===== src/design/dhs_pkg.sv =====
// Constants shared by the dog homing sequencer and its profile generator.
// Assumes a single 200 MHz clock domain and parameters held stable
// while a home return is in progress.
package dhs_pkg;

  // ==========================================================================
  // Method codes (lowest decimal digit of the homing method parameter)
  localparam logic [3:0] METHOD_DOG_REAR  = 4'h5;
  localparam logic [3:0] METHOD_CNT_FRONT = 4'h6;
  localparam logic [3:0] METHOD_CRADLE    = 4'h7;

  // ==========================================================================
  // Widths and timing
  localparam int SPEED_W  = 16;
  localparam int POS_W    = 32;
  localparam int TIME_W   = 16;
  localparam int CLK_MHZ  = 200;
  // Speed update tick, in microseconds, and its count in cycles
  localparam int TICK_US  = 1;
  localparam int TICK_CYC = TICK_US * CLK_MHZ;
  localparam int PT_SEL_W = 8;

  // ==========================================================================
  // Sequencer states, one-hot
  typedef enum logic [6:0] {
    ST_IDLE  = 7'h01,
    ST_FAST  = 7'h02,
    ST_CREEP = 7'h04,
    ST_ONDOG = 7'h08,
    ST_TRAV  = 7'h10,
    ST_STOP  = 7'h20,
    ST_DONE  = 7'h40
  } dhs_state_e;

endpackage : dhs_pkg


===== src/design/dhs_sequencer.sv =====
// Dog homing sequencer: rear-end, count-type front-end and dog cradle.
// Assumes the axis position input counts in the homing direction sign,
// and dog and Z-phase arrive asynchronously from pins.
//
// Functional notes
// - Method code 5 runs dog rear-end reference homing.
// - Method code 6 runs count-type dog front-end reference homing.
// - Home return speed until dog found, then creep speed.
// - Direction and dog polarity come from their parameters.
// - After dog rear end, travel after-dog distance before any shift.
// - Final home offset by shift distance after the after-dog travel.
// - Count type decelerates at dog front end, no Z-phase dependence.
// - Point table entry 1 accel/decel constants used for all moves.
// - On completion current position loads home position data.
// - Dog cradle home is first Z-phase after dog front end.
// - Rear-end home is after-dog plus shift past the dog rear end.
// - Home complete output asserts once home is established.
`timescale 1ns/1ps
module dhs_sequencer #(
  parameter int PT_SEL_W = dhs_pkg::PT_SEL_W
) (
  // Clock and reset
  input  wire logic                        sys_clk_i,
  input  wire logic                        arst_n_i,
  // Master remote inputs
  input  wire logic                        auto_manual_select_in_i,
  input  wire logic [PT_SEL_W-1:0]         point_table_select_i,
  input  wire logic                        pos_speed_source_select_in_i,
  input  wire logic                        two_station_i,
  input  wire logic                        start_i,
  // Parameters
  input  wire logic [3:0]                  homing_method_param_i,
  input  wire logic                        homing_direction_param_i,
  input  wire logic                        dog_polarity_param_i,
  input  wire logic [dhs_pkg::SPEED_W-1:0] homing_speed_param_i,
  input  wire logic [dhs_pkg::SPEED_W-1:0] creep_speed_param_i,
  input  wire logic [dhs_pkg::POS_W-1:0]   home_shift_distance_param_i,
  input  wire logic [dhs_pkg::POS_W-1:0]   after_dog_distance_param_i,
  input  wire logic [dhs_pkg::POS_W-1:0]   home_position_data_param_i,
  input  wire logic [dhs_pkg::SPEED_W-1:0] pt1_accel_step_i,
  input  wire logic [dhs_pkg::SPEED_W-1:0] pt1_decel_step_i,
  // Axis side
  input  wire logic                        dog_pin_i,
  input  wire logic                        zphase_pin_i,
  input  wire logic [dhs_pkg::POS_W-1:0]   axis_travel_i,
  // Outputs
  output logic      [dhs_pkg::SPEED_W-1:0] speed_cmd_o,
  output logic                             direction_o,
  output logic                             moving_o,
  output logic                             home_complete_out_o,
  output logic                             mode_error_o,
  output logic      [dhs_pkg::POS_W-1:0]   current_position_o
);
  import dhs_pkg::*;

  // Elaboration checks: the table field needs a bit and the divider a span
  if (PT_SEL_W < 1) begin : g_bad_pt_sel_w
    $error("PT_SEL_W must be at least 1");
  end
  if (TICK_CYC < 2) begin : g_bad_tick
    $error("TICK_CYC must be at least 2");
  end

  // ==========================================================================
  // Helpers

  // Countdown length; the sum is cut to the position width on purpose, a
  // pair of distances that overflows it is a setup error of the user
  function automatic logic [POS_W-1:0] dist_sum(
    input logic [POS_W-1:0] first_dist,
    input logic [POS_W-1:0] second_dist
  );
    dist_sum = POS_W'(first_dist + second_dist);
  endfunction

  // Idle and done are the only states that accept a start
  function automatic logic at_rest(input dhs_state_e st);
    at_rest = (st == ST_IDLE) || (st == ST_DONE);
  endfunction

  // ==========================================================================
  // Input synchronisers
  logic [1:0] dog_sync_reg;
  logic [1:0] z_sync_reg;
  logic       dog_act_reg;
  logic       z_prev_reg;

  // Two flops per pin; only the second stage feeds logic
  always_ff @(posedge sys_clk_i or negedge arst_n_i) begin
    if (!arst_n_i) begin
      dog_sync_reg <= 2'h0;
      z_sync_reg   <= 2'h0;
    end else begin
      dog_sync_reg <= {dog_sync_reg[0], dog_pin_i};
      z_sync_reg   <= {z_sync_reg[0], zphase_pin_i};
    end
  end

  // Polarity is applied before any edge detection
  logic dog_act;
  assign dog_act = dog_sync_reg[1] ^ dog_polarity_param_i;

  always_ff @(posedge sys_clk_i or negedge arst_n_i) begin
    if (!arst_n_i) begin
      dog_act_reg <= 1'b0;
      z_prev_reg  <= 1'b0;
    end else begin
      dog_act_reg <= dog_act;
      z_prev_reg  <= z_sync_reg[1];
    end
  end

  // Edge detectors run every cycle; each state reads only the edge it needs
  logic dog_front;
  logic dog_rear;
  logic z_rise;
  assign dog_front = dog_act & ~dog_act_reg;
  assign dog_rear  = ~dog_act & dog_act_reg;
  assign z_rise    = z_sync_reg[1] & ~z_prev_reg;

  // ==========================================================================
  // Mode qualification: master must select manual mode with table bits off
  logic manual_ok;
  logic source_ok;
  assign manual_ok = auto_manual_select_in_i
                     && (point_table_select_i == '0);
  // Two-station remote setting needs the source select on
  assign source_ok = !two_station_i || pos_speed_source_select_in_i;

  logic method_ok;
  assign method_ok = (homing_method_param_i == METHOD_DOG_REAR)
                  || (homing_method_param_i == METHOD_CNT_FRONT)
                  || (homing_method_param_i == METHOD_CRADLE);

  // ==========================================================================
  // Speed tick divider
  localparam int TICK_W = $clog2(TICK_CYC);
  logic [TICK_W-1:0] tick_cnt_reg;
  logic              tick;
  assign tick = (tick_cnt_reg == TICK_W'(TICK_CYC - 1));

  always_ff @(posedge sys_clk_i or negedge arst_n_i) begin
    if (!arst_n_i) begin
      tick_cnt_reg <= '0;
    end else begin
      tick_cnt_reg <= tick ? '0 : TICK_W'(tick_cnt_reg + 1'b1);
    end
  end

  // ==========================================================================
  // Sequencer
  dhs_state_e          state_reg;
  logic [3:0]          method_reg;
  logic [POS_W-1:0]    mark_reg;   // Travel where the countdown starts
  logic [POS_W-1:0]    dist_reg;   // Distance to cover from the mark
  logic [POS_W-1:0]    travelled;
  logic                reached;
  logic                start_go;
  logic [SPEED_W-1:0]  speed_now;  // Ramp output, read by the stop test

  // Distance since the marked point, wrap-safe
  assign travelled = POS_W'(axis_travel_i - mark_reg);
  assign reached   = (travelled >= dist_reg);

  // A start is taken only with the mode bits and the method all valid
  assign start_go = start_i && manual_ok && source_ok && method_ok;

  always_ff @(posedge sys_clk_i or negedge arst_n_i) begin
    if (!arst_n_i) begin
      state_reg  <= ST_IDLE;
      method_reg <= 4'h0;
      mark_reg   <= '0;
      dist_reg   <= '0;
    end else begin
      case (state_reg)
        ST_IDLE: begin
          if (start_go) begin
            method_reg <= homing_method_param_i;
            state_reg  <= ST_FAST;
          end
        end
        // Fast approach until the dog front end
        ST_FAST: begin
          if (dog_front) begin
            if (method_reg == METHOD_CNT_FRONT) begin
              // Countdown starts at the front end, no Z-phase
              mark_reg  <= axis_travel_i;
              dist_reg  <= dist_sum(after_dog_distance_param_i,
                                    home_shift_distance_param_i);
              state_reg <= ST_TRAV;
            end else begin
              state_reg <= (method_reg == METHOD_CRADLE) ? ST_ONDOG
                                                         : ST_CREEP;
            end
          end
        end
        // Rear-end method: creep across the dog
        ST_CREEP: begin
          if (dog_rear) begin
            mark_reg  <= axis_travel_i;
            dist_reg  <= dist_sum(after_dog_distance_param_i,
                                  home_shift_distance_param_i);
            state_reg <= ST_TRAV;
          end
        end
        // Cradle: first Z-phase after the front end is the home
        ST_ONDOG: begin
          if (z_rise) begin
            mark_reg  <= axis_travel_i;
            dist_reg  <= home_shift_distance_param_i;
            state_reg <= ST_TRAV;
          end
        end
        // Count down from the mark; the stop ramp adds some overshoot
        ST_TRAV: begin
          if (reached) begin
            state_reg <= ST_STOP;
          end
        end
        // Wait for the ramp to bring the axis to rest
        ST_STOP: begin
          if (speed_now == '0) begin
            state_reg <= ST_DONE;
          end
        end
        // A new return may start from done; the old home stands until then
        ST_DONE: begin
          if (start_go) begin
            method_reg <= homing_method_param_i;
            state_reg  <= ST_FAST;
          end
        end
        default: state_reg <= ST_IDLE;
      endcase
    end
  end

  // ==========================================================================
  // Speed target and ramp (table entry 1 steps only)
  logic [SPEED_W-1:0] target;
  logic [SPEED_W-1:0] step;

  always_comb begin
    target = '0;
    case (state_reg)
      ST_FAST:  target = homing_speed_param_i;
      ST_CREEP: target = creep_speed_param_i;
      ST_ONDOG: target = creep_speed_param_i;
      // Count type keeps decelerating toward creep from the front end
      ST_TRAV:  target = creep_speed_param_i;
      default:  target = '0;
    endcase
  end

  // Accelerating or decelerating picks the matching constant
  assign step = (target > speed_now) ? pt1_accel_step_i
                                     : pt1_decel_step_i;

  dhs_ramp u_ramp (
    .sys_clk_i (sys_clk_i),
    .arst_n_i  (arst_n_i),
    .tick_i    (tick),
    .target_i  (target),
    .step_i    (step),
    .speed_o   (speed_now)
  );

  // ==========================================================================
  // Outputs, all registered
  always_ff @(posedge sys_clk_i or negedge arst_n_i) begin
    if (!arst_n_i) begin
      speed_cmd_o <= '0;
      direction_o <= 1'b0;
      moving_o    <= 1'b0;
    end else begin
      speed_cmd_o <= speed_now;
      direction_o <= homing_direction_param_i;
      moving_o    <= !at_rest(state_reg);
    end
  end

  // Completion flag drops when a new return starts
  always_ff @(posedge sys_clk_i or negedge arst_n_i) begin
    if (!arst_n_i) begin
      home_complete_out_o <= 1'b0;
      current_position_o  <= '0;
    end else if (state_reg == ST_STOP && speed_now == '0) begin
      home_complete_out_o <= 1'b1;
      current_position_o  <= home_position_data_param_i;
    end else if (state_reg == ST_FAST) begin
      home_complete_out_o <= 1'b0;
    end
  end

  // Start refused for a bad mode selection
  always_ff @(posedge sys_clk_i or negedge arst_n_i) begin
    if (!arst_n_i) begin
      mode_error_o <= 1'b0;
    end else if (start_i && at_rest(state_reg)) begin
      mode_error_o <= !(manual_ok && source_ok && method_ok);
    end
  end

endmodule // dhs_sequencer


===== src/design/dhs_ramp.sv =====
// Speed ramp generator: slews the commanded speed toward a target.
// Assumes a one-cycle tick enable and a step per tick from the caller.
`timescale 1ns/1ps
module dhs_ramp (
  // Clock and reset
  input  wire logic                          sys_clk_i,
  input  wire logic                          arst_n_i,
  // Control
  input  wire logic                          tick_i,
  input  wire logic [dhs_pkg::SPEED_W-1:0]   target_i,
  input  wire logic [dhs_pkg::SPEED_W-1:0]   step_i,
  // Result
  output logic      [dhs_pkg::SPEED_W-1:0]   speed_o
);
  import dhs_pkg::*;

  logic [SPEED_W-1:0] speed_reg;
  assign speed_o = speed_reg;

  // ==========================================================================
  // Slew one step per tick, never overshooting the target
  always_ff @(posedge sys_clk_i or negedge arst_n_i) begin
    if (!arst_n_i) begin
      speed_reg <= '0;
    end else if (tick_i) begin
      if (speed_reg < target_i) begin
        speed_reg <= (target_i - speed_reg > step_i)
                     ? SPEED_W'(speed_reg + step_i) : target_i;
      end else if (speed_reg > target_i) begin
        speed_reg <= (speed_reg - target_i > step_i)
                     ? SPEED_W'(speed_reg - step_i) : target_i;
      end
    end
  end

endmodule // dhs_ramp


===== config.mk =====
export PLATFORM = sky130hd
export DESIGN_NAME = dhs_sequencer
export DESIGN_NICKNAME = d
export VERILOG_FILES = /design/src/design/dhs_pkg.sv /design/src/design/dhs_sequencer.sv /design/src/design/dhs_ramp.sv
export SDC_FILE = /design/constraint.sdc
export NUM_CORES = 1
export LEC_CHECK = 0
export BUFFER_PORTS_ARGS = -buffer_cell sky130_fd_sc_hd__buf_2
export CAP_MARGIN = 10
export CORE_MARGIN = 4
export CORE_UTILIZATION = 52
export CTS_CLUSTER_SIZE = 8
export DETAILED_ROUTE_END_ITERATION = 16
export GPL_TIMING_DRIVEN = 0
export PLACE_DENSITY = 0.85
export SLEW_MARGIN = 10
export SYNTH_ARGS = -nofsm -noshare
export SYNTH_HDL_FRONTEND = slang
export SYNTH_SLANG_ARGS = --single-unit

===== constraint.sdc =====
create_clock -name sys_clk_i -period 6.4 [get_ports sys_clk_i]
set_input_delay 0.32 -clock sys_clk_i [delete_from_list [all_inputs] [get_ports sys_clk_i]]
set_output_delay 0.32 -clock sys_clk_i [all_outputs]
set_load 0.1 [all_outputs]

==> key figures <==
Placement
  • RD Place Congestion: 0.9542
  • Port Buffers: 265
  • Placed cell areas: 0.01590 sq mm
  • Setup WS pre-CTS: -2.082 ns
  • Hpwl dp: 33410 um
  • Placed Instances: 2248

Die
  • Row Count: 60
  • Die ar.: 0.02982 sq mm
  • Starting Density: 0.5263
  • Die Span Y: 172.7 um
  • Top-Level Pins: 266
  • Core footprint: 0.02680 sq mm
  • Die width: 172.7 um

Power and ir drop
  • Clk pwr share: 0.159
  • Switching Fraction: 0.4559
  • Switch Pwr: 2.952 mW
  • Cell-internal power: 3.523 mW
  • Logic pwr share: 0.639
  • Leakage: 8.622 nW
  • Seq pwr share: 0.202
  • Pwr/cell area: 371.9 mW/mm^2
  • Total power: 6.474 mW
  • Peak supply drop: 256.8 uV

STA
  • Max-slew violations: 0
  • Setup slack after layout: 0.07050 ns
  • Rel. slew slack: 0.2721
  • Min Tclk post-route: 6.329 ns
  • Setup-failing EPs final: 0
  • Final Cycle Share: 0.9890
  • Final hold violation count: 0
  • Max Freq: 0.1580 GHz
  • Fin Clk Skew: 0.01593 ns
  • Least-Margin Pin Slew: 1.089 ns

Worst hold path
  • Worst Hold Endpoint: current_position_o[26]$_DFFE_PN0P_
  • Hold Crit Depth: 2
  • Min-Delay Path Class: in -> reg
  • HP Start: home_position_data_param_i[26]

Clock tree
  • Sink Count: 157
  • Clock-pin slew on the worst setup and hold paths: 0.08 ns
  • Worst-case clock buffer depth: 2
  • Clock root buffer master: clkbuf_16
  • Skew-Pair Late Insertion Delay: 0.45 ns
  • CTS buffer count: 17
  • Htree depth: 4
  • CTS tree: built

Route
  • DRT Pass-1 Iters: 5
  • Number of DRC markers in iteration 0: 1061
  • Final ANT Viol Nets: 0
  • Routed vias/inst: 6.048
  • Via count: 14080
  • DRC: 0
  • DRT Wirelength: 44970 um
  • Routed WL per cell: 19.32 um

Worst setup path
  • CP Capture Type: register
  • Req. time, crit path: 6.76 ns
  • Crit-path max cell delay: 0.57 ns
  • R2R Path End: u_ramp.speed_o[15]$_DFFE_PN0P_
  • FF-to-FF path depth: 30
  • Flop-to-flop setup slack: 0.07 ns
  • Worst setup SP type: register
  • Crit-path slowest cell: or4_4
  • Top Family by Delay on Critical Path: compound AO/OA/AOI/OAI gates
  • Reg2Reg Launch Point: state_reg[2]$_DFFE_PN0P_
  • Crit path from: state_reg[2]$_DFFE_PN0P_
  • Crit path DAT: 6.69 ns
  • Setup Crit Path Kind: reg -> reg
  • Crit path max fanout: 8
  • Buffers plus inverters on the worst setup path: 9

Status
  • Outcome: finished clean

Logic synthesis
  • Synthesized area: 0.01410 sq mm
  • Largest cells by area after synthesis: dfrtp_1 28%, ha_1 16%, o21ai_0 4.8%
  • Yosys top cell area share: 0.2768
  • Mean Syn Cell Area: 8.595 sq um
  • Share of synthesized area occupied by flip-flops and latches: 0.2786
  • Async set or reset register ratio after synthesis: 1.000
  • Leading area contributor after synthesis: dfrtp_1
  • Synth cell types: 86
  • Synthesis Warnings: 0
  • Post-synth top flop: dfrtp_1
  • Seq cells post-synth: 157
  • EDFF count, synth: 0
  • Net Count, Synth: 2037
  • Post-Synthesis Cells: 1641

Finish
  • Final Non-Filler Cells: 2328
  • Layout fillers: 2113
  • Commonest cells after routing, fill and taps aside: 269 x buf_2, 173 x ha_1, 152 x dfrtp_1, 147 x inv_1, 141 x nand2_1
  • Nets@finish: 2365
  • Final Instance Area: 0.01741 sq mm
  • Commonest non-fill, non-tap cell in the layout: buf_2
  • Layout cells sized above 1: 0.2614
  • Reg area: 0.003935 sq mm
  • Area growth syn-to-layout: 23.44%
  • Multi-input gate area: 0.009708 sq mm
  • Post-layout util: 0.6496

GRT
  • Vias in the first global route: 13730
  • Grt ovf: 0
  • First-pass GRT wire length: 69160 um
  • Largest net degree at the start of global routing: 85
  • Initial antenna violation count: 13
  • GRT Total Usage: 0.2793

Run
  • Total of max-cap violations: 0
-- metal layers --
metal  vias up  GRT usage  wire length, um
met1      6652     0.3432            17560
li1       6553          -                -
met4        16     0.1280             2203
met3       169    0.05313             3432
met5         -          0              110
met2       689     0.4776            21670
-- power groups by stage --
| stage | registers (mW) | clock network (mW) | logic, mW |
|---|---|---|---|
| 6_report | 1.31 | 1.03 | 4.14 |
| 5_1_grt | 1.33 | 1.08 | 4.53 |
| 4_1_cts | 1.31 | 1.03 | 3.81 |
| 3_5_place_dp | 1.32 | 0 | 3.60 |
| 3_3_place_gp | 1.31 | 0 | 3.44 |
| 2_1_floorplan | 1.35 | 0 | 2.69 |
-- worst max-delay path by stage --
stage                                           to  slack [ns]  cells past startpoint
floorplan           u_ramp.speed_o[11]$_DFFE_PN0P_        0.07                     30
global placement    u_ramp.speed_o[12]$_DFFE_PN0P_       -2.05                     27
detailed placement  u_ramp.speed_o[12]$_DFFE_PN0P_       -2.08                     29
CTS                 u_ramp.speed_o[11]$_DFFE_PN0P_      0.0008                     31
global route              dist_reg[28]$_DFFE_PN0P_       -0.14                     25
finish              u_ramp.speed_o[15]$_DFFE_PN0P_        0.07                     30
-- cell usage after synthesis, types with 15 or more instances --
library cell,count
ha_1,177
dfrtp_1,156
a21o_1,53
nor2b_1,18
o21ai_0,135
xor2_1,35
nand2b_1,23
nand2_1,142
xnor2_1,66
nor3_1,30
o21bai_1,18
a211oi_1,16
nor2_1,85
clkbuf_1,35
inv_1,156
a21oi_1,114
mux2_2,41
o21a_1,29
a31oi_1,15
a22oi_1,22
-- timing repair --
item,4_1_cts,5_1_grt
pin swaps,9,40
hold buffers,4,0
hold endpoints to repair,76,0
endpoints found under the setup margin,81,81
gates resized for setup,61,90
cloned,0,3
setup buffers,7,34
-- worst register-to-register path: cells and delay by family, from the launching register on --
| kind | cells | cell delay, ns |
|---|---|---|
| AND/OR/NAND/NOR | 5 | 1.02 |
| XOR/XNOR | 2 | 0.35 |
| flip-flops | 1 | 0.45 |
| multiplexers | 1 | 0.34 |
| AO/OA/AOI/OAI | 11 | 2.20 |
| adder cells (fa/ha/maj) | 2 | 0.64 |
| buffers and inverters | 9 | 1.25 |
-- cells by family (layout without fill, tap and decap cells) --
logic type                 count (synthesis)  after routing  share of synthesized area
DFF                                      157            157                     0.2786
and+or+nand+nor                          398            398                     0.1386
AOI/OAI and AO/OA                        531            531                     0.2463
adders and majority gates                185            185                     0.1662
other                                      0              5                          0
buffers and inverters                    213            554                    0.06156
muxes                                     56             56                    0.04604
xor gates and xnor gates                 101            101                    0.06272
-- cell type report --
cell class | instances | share of cell area
tap | 341 | 0.02451
buffer | 52 | 0.02070
inverter | 156 | 0.03392
multi-input combinational | 1271 | 0.5576
timing repair buffer | 314 | 0.1028
clock buffer | 17 | 0.02443
antenna | 5 | 0.0007187
clock inverter | 15 | 0.009271
sequential | 157 | 0.2260
-- through the flow --
| step | TNS, ns | hold WS [ns] |
|---|---|---|
| 2_1_floorplan | 0 | 0.02441 |
| 3_3_place_gp | -52.86 | 0.3334 |
| 3_5_place_dp | -70.67 | 0.3307 |
| 4_1_cts | 0 | 0.09479 |
| 5_1_grt | -3.904 | 0.09450 |
| 6_report | 0 | 0.09789 |
Note: power is estimated with default switching activity, not from simulation.
